<file path="src/rtl/pwm_cfg_pkg.sv">
// Purpose: Shared constants for the PWM duty limit and compensation block
// Assumes: 8-bit register port decoded from the serial configuration bus
// Notes:   Clock rate and switching rates set the per-period cycle counts

package pwm_cfg_pkg;

  // ----------------------------------------------------------------
  // Register offsets
  // ----------------------------------------------------------------
  localparam logic [7:0] INTERLEAVE_ADDR = 8'h04;
  localparam logic [7:0] DUTY_CEIL_ADDR  = 8'h09;
  localparam logic [7:0] PROP_ADDR       = 8'h0A;
  localparam logic [7:0] INTEG_ADDR      = 8'h0B;
  localparam logic [7:0] DERIV_ADDR      = 8'h0C;
  localparam logic [7:0] ROLLOFF_ADDR    = 8'h0D;
  localparam logic [7:0] IDENT_CTRL_ADDR = 8'h0E;
  localparam logic [7:0] IDENT_HI_ADDR   = 8'h0F;
  localparam logic [7:0] IDENT_LO_ADDR   = 8'h10;

  // ----------------------------------------------------------------
  // Field positions and reset values
  // ----------------------------------------------------------------
  localparam int         CEIL_LSB        = 2;
  localparam int         FRQ_BIT         = 5;
  localparam int         MODE_LSB        = 6;
  localparam logic [5:0] DUTY_CEIL_RESET = 6'h3A;
  localparam logic [3:0] PHASE_RESET     = 4'h0;
  localparam logic       FRQ_RESET       = 1'b0;
  localparam logic [7:0] PROP_RESET      = 8'h10;
  localparam logic [7:0] INTEG_RESET     = 8'h01;
  localparam logic [7:0] DERIV_RESET     = 8'h00;
  localparam logic [7:0] ROLLOFF_RESET   = 8'h80;

  // ----------------------------------------------------------------
  // Timing and scaling
  // ----------------------------------------------------------------
  localparam int         CLK_KHZ       = 125000;
  localparam int         SLOW_KHZ      = 500;
  localparam int         FAST_KHZ      = 1000;
  localparam logic [7:0] SLOW_PERIOD   = 8'(CLK_KHZ / SLOW_KHZ);
  localparam logic [7:0] FAST_PERIOD   = 8'(CLK_KHZ / FAST_KHZ);
  localparam int         PHASE_SHIFT   = 4;
  localparam int         DUTY_BITS     = 10;
  localparam int         CEIL_SHIFT    = 4;
  localparam int         GAIN_SHIFT    = 8;
  localparam int         ROLLOFF_SHIFT = 8;
  localparam logic [9:0] INJECT_STEP   = 10'h010;

endpackage : pwm_cfg_pkg

</file>
<file path="src/rtl/prbs_gen.sv">
// Purpose: Maximal-length pseudo-random bit source for plant identification
// Assumes: step is a one-cycle enable
// Notes:   Seed is nonzero so the register can never lock up

`timescale 1ns/1ps

module prbs_gen #(
  parameter int WIDTH = 7
) (
  // Clock and reset
  input  wire logic clk,
  input  wire logic rst,
  // Control
  input  wire logic step,
  // Output
  output logic      bit_out
);

  logic [WIDTH-1:0] lfsr_q;

  always_ff @(posedge clk or posedge rst) begin
    if (rst) begin
      lfsr_q <= {{(WIDTH-1){1'b0}}, 1'b1};
    end else if (step) begin
      lfsr_q <= {lfsr_q[WIDTH-2:0], lfsr_q[WIDTH-1] ^ lfsr_q[WIDTH-2]};
    end
  end

  assign bit_out = lfsr_q[WIDTH-1];

endmodule : prbs_gen

</file>
<file path="src/rtl/pwm_duty_limit_compensation.sv">
// Purpose: Digital PWM with duty ceiling, interleave and PID compensation
// Assumes: Register port and all inputs synchronous to clk
// Notes:   One PWM period per sync_line falling edge; free-runs if sync stops
//
// Overview of operation
// - Six-bit ceiling in bits 7:2 caps duty at code/64.
// - Host writes the ceiling register at 0x09; value becomes new duty limit.
// - Feedback moves duty away from the voltage ratio but never past the ceiling.
// - PID correction uses proportional, integral, derivative, roll-off coefficient registers.
// - Identification injects PRBS into the duty and captures the voltage response.
// - Zero interleave phase starts every cycle right at the sync reference.
// - Each switching cycle starts delayed by its programmed interleave phase.
// - Switching aligns to the falling edge of the sync line.
// - Interleave phase selected in its own register in 22.5 degree steps.

`timescale 1ns/1ps

module pwm_duty_limit_compensation #(
  parameter int         PRBS_WIDTH = 7,
  parameter logic [1:0] PHASE_MODE = 2'h0
) (
  // Clock and reset
  input  wire logic        clk,
  input  wire logic        rst,
  // Register port
  input  wire logic [7:0]  reg_addr,
  input  wire logic [7:0]  reg_wdata,
  input  wire logic        reg_wr,
  input  wire logic        reg_rd,
  output logic      [7:0]  reg_rdata,
  // Converter control and feedback
  input  wire logic        conv_on,
  input  wire logic        sync_line,
  input  wire logic [9:0]  ff_ratio,
  input  wire logic [11:0] err_sample,
  input  wire logic        err_valid,
  // Power stage
  output logic             pwm_out
);

  typedef struct packed {
    logic [5:0]         ceil;
    logic [3:0]         phase;
    logic               frq;
    logic [7:0]         kp;
    logic [7:0]         ki;
    logic [7:0]         kd;
    logic [7:0]         b1;
    logic               id_en;
    logic [11:0]        cap;
    logic               cap_bit;
    logic               sync_prev;
    logic [7:0]         cnt;
    logic [7:0]         offset;
    logic [7:0]         on_cyc;
    logic [9:0]         duty;
    logic signed [11:0] e1;
    logic signed [23:0] integ;
    logic signed [21:0] dfilt;
    logic               pwm;
    logic [7:0]         rdata;
  } state_type;

  state_type s_q;
  state_type s_d;
  logic      prbs_bit;
  logic      sync_fall;

  function automatic logic [7:0] period_of(input logic fast);
    period_of = fast ? pwm_cfg_pkg::FAST_PERIOD : pwm_cfg_pkg::SLOW_PERIOD;
  endfunction : period_of

  assign sync_fall = s_q.sync_prev & ~sync_line;

  prbs_gen #(
    .WIDTH   (PRBS_WIDTH)
  ) u_prbs (
    .clk     (clk),
    .rst     (rst),
    .step    (sync_fall & s_q.id_en),
    .bit_out (prbs_bit)
  );

  // ----------------------------------------------------------------
  // Next-state logic
  // ----------------------------------------------------------------
  always_comb begin
    logic [7:0]         per;
    logic [7:0]         pos;
    logic [11:0]        ofs_prod;
    logic [17:0]        on_prod;
    logic [9:0]         limit;
    logic signed [12:0] de;
    logic signed [19:0] p_term;
    logic signed [23:0] integ_n;
    logic signed [21:0] deriv;
    logic signed [30:0] roll;
    logic signed [21:0] dfilt_n;
    logic signed [26:0] sum;
    logic               sat;
    per      = period_of(s_q.frq);
    pos      = 8'h00;
    ofs_prod = 12'h000;
    on_prod  = 18'h00000;
    limit    = {s_q.ceil, 4'h0};
    de       = 13'sh0000;
    p_term   = 20'sh00000;
    integ_n  = 24'sh000000;
    deriv    = 22'sh000000;
    roll     = 31'sh00000000;
    dfilt_n  = 22'sh000000;
    sum      = 27'sh0000000;
    sat      = 1'b0;
    s_d      = s_q;

    // Register writes
    if (reg_wr) begin
      unique case (reg_addr)
        pwm_cfg_pkg::INTERLEAVE_ADDR: begin
          s_d.phase = reg_wdata[3:0];
          // Switching rate may change only while the converter is off
          if (!conv_on) begin
            s_d.frq = reg_wdata[pwm_cfg_pkg::FRQ_BIT];
          end
        end
        pwm_cfg_pkg::DUTY_CEIL_ADDR:  s_d.ceil = reg_wdata[7:pwm_cfg_pkg::CEIL_LSB];
        pwm_cfg_pkg::PROP_ADDR:       s_d.kp = reg_wdata;
        pwm_cfg_pkg::INTEG_ADDR:      s_d.ki = reg_wdata;
        pwm_cfg_pkg::DERIV_ADDR:      s_d.kd = reg_wdata;
        pwm_cfg_pkg::ROLLOFF_ADDR:    s_d.b1 = reg_wdata;
        pwm_cfg_pkg::IDENT_CTRL_ADDR: s_d.id_en = reg_wdata[0];
        default: ;
      endcase
    end

    // Register reads
    if (reg_rd) begin
      unique case (reg_addr)
        pwm_cfg_pkg::INTERLEAVE_ADDR: s_d.rdata = {PHASE_MODE, s_q.frq, 1'b0, s_q.phase};
        pwm_cfg_pkg::DUTY_CEIL_ADDR:  s_d.rdata = {s_q.ceil, 2'b00};
        pwm_cfg_pkg::PROP_ADDR:       s_d.rdata = s_q.kp;
        pwm_cfg_pkg::INTEG_ADDR:      s_d.rdata = s_q.ki;
        pwm_cfg_pkg::DERIV_ADDR:      s_d.rdata = s_q.kd;
        pwm_cfg_pkg::ROLLOFF_ADDR:    s_d.rdata = s_q.b1;
        pwm_cfg_pkg::IDENT_CTRL_ADDR: s_d.rdata = {7'h00, s_q.id_en};
        pwm_cfg_pkg::IDENT_HI_ADDR:   s_d.rdata = {s_q.cap_bit, 3'h0, s_q.cap[11:8]};
        pwm_cfg_pkg::IDENT_LO_ADDR:   s_d.rdata = s_q.cap[7:0];
        default:                      s_d.rdata = 8'h00;
      endcase
    end

    // Period counter restarts on each falling sync edge
    s_d.sync_prev = sync_line;
    if (sync_fall) begin
      s_d.cnt = 8'h00;
    end else if (s_q.cnt >= per - 8'h01) begin
      s_d.cnt = 8'h00;
    end else begin
      s_d.cnt = s_q.cnt + 8'h01;
    end

    // Phase lag of 1/16 period per step
    ofs_prod = {4'h0, s_q.phase} * {4'h0, per};
    s_d.offset = ofs_prod[11:pwm_cfg_pkg::PHASE_SHIFT];
    if (s_q.cnt >= s_q.offset) begin
      pos = s_q.cnt - s_q.offset;
    end else begin
      pos = s_q.cnt + per - s_q.offset;
    end
    s_d.pwm = (pos < s_q.on_cyc);

    // High-time in clock cycles from the 10-bit duty fraction
    on_prod = {8'h00, s_q.duty} * {10'h000, per};
    s_d.on_cyc = on_prod[17:pwm_cfg_pkg::DUTY_BITS];

    // PID update on each new error sample
    if (err_valid) begin
      de      = 13'(signed'(err_sample)) - 13'(s_q.e1);
      p_term  = signed'(err_sample) * signed'(s_q.kp);
      integ_n = s_q.integ + 24'(signed'(err_sample)) * 24'(signed'(s_q.ki));
      deriv   = 22'(de) * 22'(signed'(s_q.kd));
      roll    = (31'(deriv) - 31'(s_q.dfilt)) * 31'(signed'({1'b0, s_q.b1}));
      dfilt_n = s_q.dfilt + 22'(roll >>> pwm_cfg_pkg::ROLLOFF_SHIFT);
      sum     = 27'(signed'({1'b0, ff_ratio}))
              + 27'((27'(p_term) + 27'(integ_n) + 27'(dfilt_n)) >>> pwm_cfg_pkg::GAIN_SHIFT);
      if (s_q.id_en) begin
        sum = prbs_bit ? sum + 27'(signed'({1'b0, pwm_cfg_pkg::INJECT_STEP}))
                       : sum - 27'(signed'({1'b0, pwm_cfg_pkg::INJECT_STEP}));
        s_d.cap     = err_sample;
        s_d.cap_bit = prbs_bit;
      end
      // Clamp to the ceiling; freeze integrator while saturated
      if (sum < 27'sh0) begin
        s_d.duty = 10'h000;
        sat = 1'b1;
      end else if (sum > 27'(signed'({1'b0, limit}))) begin
        s_d.duty = limit;
        sat = 1'b1;
      end else begin
        s_d.duty = sum[9:0];
      end
      s_d.e1    = signed'(err_sample);
      s_d.dfilt = dfilt_n;
      if (!sat) begin
        s_d.integ = integ_n;
      end
    end else if (s_q.duty > limit) begin
      // A lowered ceiling takes effect without waiting for a sample
      s_d.duty = limit;
    end
  end

  // ----------------------------------------------------------------
  // State register
  // ----------------------------------------------------------------
  always_ff @(posedge clk or posedge rst) begin
    if (rst) begin
      s_q <= '{ceil: pwm_cfg_pkg::DUTY_CEIL_RESET, phase: pwm_cfg_pkg::PHASE_RESET,
               frq: pwm_cfg_pkg::FRQ_RESET, kp: pwm_cfg_pkg::PROP_RESET,
               ki: pwm_cfg_pkg::INTEG_RESET, kd: pwm_cfg_pkg::DERIV_RESET,
               b1: pwm_cfg_pkg::ROLLOFF_RESET, default: '0};
    end else begin
      s_q <= s_d;
    end
  end

  assign reg_rdata = s_q.rdata;
  assign pwm_out   = s_q.pwm;
endmodule : pwm_duty_limit_compensation

</file>
<file path="config.mk">
export PLATFORM = sky130hd
export DESIGN_NAME = pwm_duty_limit_compensation
export DESIGN_NICKNAME = d
export VERILOG_FILES = /design/src/rtl/pwm_cfg_pkg.sv /design/src/rtl/prbs_gen.sv /design/src/rtl/pwm_duty_limit_compensation.sv
export SDC_FILE = /design/constraint.sdc
export NUM_CORES = 2
export LEC_CHECK = 0
export BUFFER_PORTS_ARGS = -buffer_cell sky130_fd_sc_hd__buf_2
export CAP_MARGIN = 20
export CORE_MARGIN = 1.5
export CORE_UTILIZATION = 50
export DETAILED_ROUTE_END_ITERATION = 6
export GPL_TIMING_DRIVEN = 0
export HOLD_SLACK_MARGIN = 0.05
export PLACE_DENSITY_LB_ADDON = 0.08
export SLEW_MARGIN = 20
export SYNTH_ARGS = -nofsm -noshare
export SYNTH_HDL_FRONTEND = slang
export SYNTH_SLANG_ARGS = --single-unit
</file>
<file path="constraint.sdc">
create_clock -name clk -period 18.1 [get_ports clk]
set_input_delay 0.905 -clock clk [delete_from_list [all_inputs] [get_ports clk]]
set_output_delay 0.905 -clock clk [all_outputs]
set_load 0.02 [all_outputs]
</file>
; ---- Word-level counts from Yosys, hierarchy flattened
; Cells that the tools add are included.
[op_classes]
add_sub_neg = 14
multipliers = 6
order_cmp = 6
eq_ne = 9
muxes = 15
bitwise = 6
reduce_logical = 11
[op_table]
columns = op, n
row1 = $mux 27, 3
row2 = $pmux 8 s9, 1
row3 = $eq 8x4->1 const B, 7
row4 = $mul 12x8->20, 2
row5 = $mux 10, 4
row6 = $mux 8, 4
row7 = $mul 23x9->30, 1
row8 = $gt 27x11->1, 1
row9 = $lt 27x1->1 const B, 1
row10 = $add 25x22->26, 1
row11 = $add 20x24->25, 1
row12 = $add 24x20->24, 1
row13 = $sub 21x22->23, 1
row14 = $add 22x22->22, 1
row15 = $mul 13x8->21, 1
row16 = $add 19x6->20 const B, 1
row17 = $sub 19x6->20 const B, 1
row18 = $add 11x18->19, 1
row19 = $mul 10x8->18, 1
row20 = $reduce_and 2->1, 9
row21 = $ge 8x8->1, 2
row22 = $sub 8x8->8, 2
row23 = $sub 12x12->13, 1
row24 = $mul 4x8->12, 1
row25 = 13 further kinds, 18
[word_totals]
register_bits = 166
inputBits = 45
output_inout_bits = 9
wordCells = 88

; ---- Depth between registers and ports, before layout
[logic_depth]
depth_word = 17
ltp_mapped = 87
ltp_nobuf = 86

; ---- Cells and area by module
; Synthesis repeated with hierarchy kept, for this count alone.
[hier_totals]
hier_cells = 3700
area_unflattened_um2 = 34249.1
[modules_own_cells]
columns = module, instances, cells_each, area_per_inst_um2, seq_area_each_um2
row1 = pwm_duty_limit_compensation, 1, 3682, 33950.1, 3987.6
row2 = prbs_gen, 1, 18, 299.0, 176.4

; ---- Worst setup path after synthesis
; OpenSTA, ideal clock, no wires.
[synth_timing]
path_type = input port to flip-flop
from = input port err_sample[1]
to = register s_q[73] in the netlist's numbering
setup_ns = 0.120
t_arrival_ns = 18.292
required_ns = 17.980
slack_ns = -0.312
cell_stages = 79
n_path_buf = 0
cell_sequence = ha_1 > nor2b_1 > o21ai_0 > a21boi_0 > o21ai_0 > nand2b_1 > a21o_1 > a21o_1 > xor2_1 > nand2_1 > fa_1 > inv_1 > fa_1 > fa_1 > fa_1 > fa_1 > ha_1 > inv_1 > [43 not listed] > nand2_1 > o31ai_1 > o2111ai_1 > xor2_1 > mux2i_1 > and2_1 > ha_1 > a21o_1 > a21o_1 > a21o_1 > a211oi_1 > o21ai_0 > nor4_1 > o211ai_1 > nor4_1 > o21bai_4 > mux2_2 > a31o_2
[synth_via]
elab_chain_len = 15
word_cells_on_any_way = 21
classes_between = add/sub: 9 / mul: 4 / order compare: 2 / mux: 6
[synth_rtl]
columns = item, line_no
row1 = start: declaration, pwm_duty_limit_compensation.sv:35  ; input wire logic [11:0] err_sample,
row2 = $sub 12x12->13, pwm_duty_limit_compensation.sv:178  ; de = 13'(signed'(err_sample)) - 13'(s_q.e1);
row3 = $mul 13x8->21, pwm_duty_limit_compensation.sv:181  ; deriv = 22'(de) * 22'(signed'(s_q.kd));
row4 = $sub 21x22->23, pwm_duty_limit_compensation.sv:182  ; roll = (31'(deriv) - 31'(s_q.dfilt)) * 31'(signed'({1'b0, s_q.b1}));
row5 = $mul 23x9->30, pwm_duty_limit_compensation.sv:182
row6 = $add 22x22->22, pwm_duty_limit_compensation.sv:183  ; dfilt_n = s_q.dfilt + 22'(roll >>> pwm_cfg_pkg::ROLLOFF_SHIFT);
row7 = $add 25x22->26 (*), pwm_duty_limit_compensation.sv:185  ; + 27'((27'(p_term) + 27'(integ_n) + 27'(dfilt_n)) >>> pwm_cfg_pkg::GAIN_SHIFT);
row8 = $add 11x18->19 (*), pwm_duty_limit_compensation.sv:185
row9 = $sub 19x6->20 / $add 19x6->20 (equally long branches), "pwm_duty_limit_compensation.sv:188, pwm_duty_limit_compensation.sv:187"
row10 = $mux 27, pwm_duty_limit_compensation.sv:187  ; sum = prbs_bit ? sum + 27'(signed'({1'b0, pwm_cfg_pkg::INJECT_STEP}))
row11 = $mux 27 (*), pwm_duty_limit_compensation.sv:186  ; if (s_q.id_en) begin
row12 = $mux 27 (*), pwm_duty_limit_compensation.sv:177  ; if (err_valid) begin
row13 = $gt 27x11->1, pwm_duty_limit_compensation.sv:196  ; end else if (sum > 27'(signed'({1'b0, limit}))) begin
row14 = $mux 10, pwm_duty_limit_compensation.sv:196
row15 = $mux 10 (*), pwm_duty_limit_compensation.sv:193  ; if (sum < 27'sh0) begin
row16 = $mux 10 (*), pwm_duty_limit_compensation.sv:177
row17 = end signal: assignment, pwm_duty_limit_compensation.sv:218  ; s_q <= '{ceil: pwm_cfg_pkg::DUTY_CEIL_RESET, phase: pwm_cfg_pkg::PHASE_RESET,
row18 = end: declaration, pwm_duty_limit_compensation.sv:64  ; state_type s_q;
; Mark *: on every way between the ends. The rest lies on a longest branch, timed or not. The select of a mux whose other input is x is not followed.
; A chain may end at the register's enable or synchronous reset.

; ---- Worst setup path in the final report
[layout_timing]
from = input port err_sample[0]
to = register s_q[72] in the netlist's numbering
; Same word-level chain as after synthesis.

==> flow_summary.toml <==
[yosys]
ys_ff_latch = 166
synth_compound_area_frac = 0.0877
yosysSeqAreaShare = 0.123
synth-xor-area-share = 0.0460
yosys_warnings = 0
netlist.area_leader.share = 0.336
async_reset_ff_frac = 1.00
synth_cell_types = 83
synth_mux_area_frac = 0.0353
synth_flop_cell = "dfrtp_1"
synth.area.top_cells = "fa_1 (34%), ha_1 (14%), dfrtp_1 (12%)"
synthSimpleGateAreaFrac = 0.131
synthAdderAreaFrac = 0.475
synth_cells = 3641
syn_area_per_cell_um2 = 9.28
synth_most_common_cell = "inv_1"
yosys.area.top_type = "fa_1"
synth.cells.most_frequent = "inv_1 (797), fa_1 (567), ha_1 (377), nand2_1 (332), and2_1 (211)"
syn-cell-area_um2 = 33800
synth_edf_count = 0
synth_top_family_by_area = "adder cells"

[layout]
num-nets-final = 4847
instances_no_fill = 4748
drive_above_1_share = 0.163
fillCellCount = 6062
syn_to_final_growth_pct = 16.0

[die]
core-area_um2 = 67000
die_y_um = 263
initial_core_util = 0.504
pin_count = 54
die_x_um = 263
rows = 95
die-area_um2 = 69200

[placed_design]
dpl.cell_count = 4567
gp_congestion = 0.898
place_ws_ns = -3.95
io_buffers = 50
hpwl_um = 70300

[global_route]
grt-busiest-layer = "met2"
antenna_found_initial = 7
grt_max_degree = 87
grt_pass1_wl_um = 142000
grt_util_met3 = 0.0523
grt_pass1_vias = 25492
grt.total_usage = 0.264
overflow = 0
use_met1 = 0.386
grt.met2_usage = 0.413

[sta]
slew_viol_final = 0
period_share = 1.03
setup_viol = 34
relSlewSlack = 0.318
fmax_ghz = 0.0536
fin_worst_skew_ns = 0.0182
hold_viol_final = 0
worst_slack_ns = -0.554
hold_slack_ns = 0.481
period_needed_ns = 18.65
tightest_slew_ns = 1.02
rsz0062_at_grt = "true"

[routing]
vias_per_cell = 5.29
wl_per_cell_um = 18.5
drt.antenna.violating_nets = 0
first_pass_iters = 5
drc_errors = 0
wl_um = 87900
vias = 25112
drt_iter0_drc = 1529

[critical_path]
ff2ff_path_depth = 82
rrSetupSlack_ns = -0.37
timing.critical_path.buf_inv = 12
crit_type = "input pin to register"
start_kind = "input pin"
cp.required_ns = 18.52
slowest_stage = "fa_1"
worstPathMaxFanout = 4
cp.depth = 82
critPathMaxStageDelay_ns = 0.57
cp_top_family = "adder cells"
cpMostUsedCell = "fa_1"
crit_arrival_ns = 19.07
worstSetupEndpointType = "register"

[clock_network]
cts_max_level = 4
ctsRootBufferMaster = "clkbuf_16"
cts_hold_buf = 0
clock_sinks = 166
clk_pin_slew_ns = 0.08
tritoncts = "done"
clk_latency_ns = 0.48
cts_max_path_buffers = 2
numCtsBuffers = 17

[run_status]
violations = "negative setup slack"
status = "complete, but fails checks"

[worst_hold_path]
hold_path.class = "register to register"
holdPathStages = 2

[flow_run]
maxCapViolations = 0
-- cell type report --
class	count	area [um2]	area share
diodes	4	10.0	0.000255
well taps	873	1090	0.0279
inverters	799	3010	0.0769
clock buffers	17	425	0.0108
multi-input cells	2579	28300	0.721
plain buffers	95	443	0.0113
clock inverters	15	196	0.00501
flip-flops and latches	166	4160	0.106
repair buffers	200	1580	0.0402
-- tightest hold or removal path, delay by kind of cell (launching register included) --
kind / cells / cell delay [ns]
AO/OA/AOI/OAI: 1 / 0.07
AND/OR/NAND/NOR: 1 / 0.04
flip-flops: 1 / 0.37
-- final timing paths --
kind | from | endpoint
worst max-delay path | err_sample[0] | s_q[72]
worst min-delay path | u_prbs.lfsr_q[0] | u_prbs.lfsr_q[0]
worst max register to register | s_q[56] | s_q[72]
worst min register to register | u_prbs.lfsr_q[0] | u_prbs.lfsr_q[0]
max in group asynchronous | rst | s_q[144]
min in group asynchronous | rst | s_q[139]
-- stage by stage --
| step | cell area (um2) | setup TNS, ns | utilization |
|---|---|---|---|
| 5_1_grt | 39200 | -39.84 | 0.585 |
| 3_5_place_dp | 35300 | -122.13 | 0.526 |
| 4_1_cts | 38700 | -9.87 | 0.577 |
| 2_1_floorplan | 33900 | 0 | - |
| 6_report | 39200 | -15.21 | 0.585 |
| 3_3_place_gp | 35200 | -125.17 | 0.525 |
-- what timing repair did --
item,4_1_cts,5_1_grt
gates cloned,3,0
setup endpoints to repair,34,34
buffers inserted,121,29
pin swaps,219,82
resized for setup,328,85
-- sequential cells by signal (all words and copies together) (netlist names) --
signal / flops
pwm_out: 1
s_q: 150
u_prbs.lfsr_q: 7
reg_rdata: 8
-- placed cells by master, fill, tap and decap left out, drive strengths merged, types with 33 or more instances in the layout --
| master | netlist | routed |
|---|---|---|
| inv | 799 | 803 |
| fa | 567 | 567 |
| ha | 377 | 377 |
| nand2 | 332 | 332 |
| buf | 16 | 217 |
| and2 | 211 | 211 |
| dfrtp | 158 | 158 |
| nor2 | 151 | 151 |
| xnor2 | 118 | 118 |
| o21ai | 106 | 106 |
| a21oi | 99 | 99 |
| clkbuf | 83 | 95 |
| mux2 | 78 | 78 |
| xor2 | 57 | 57 |
| a21o | 53 | 53 |
| nand2b | 39 | 39 |
| nor2b | 36 | 36 |
| nor3 | 33 | 33 |
-- cell families after synthesis --
kind of cell               Yosys count
adders and majority gates          944
and+or+nand+nor                    904
buffers and inverters              898
AOI/OAI and AO/OA                  443
xor gates and xnor gates           176
DFF                                166
muxes                              109
other                                1
-- metal layers --
layer  up-vias  routed length (um)  part of all wire
li1      11803                   -                 -
met1     12759               41000              0.47
met2       476               40500              0.46
met3        70                5090             0.058
met4         4                1250             0.014
met5         -                  20           0.00023
Power is left out: the tool's default activity adds up to more than one toggle a clock period on the data nets, which glitch-free logic cannot reach.
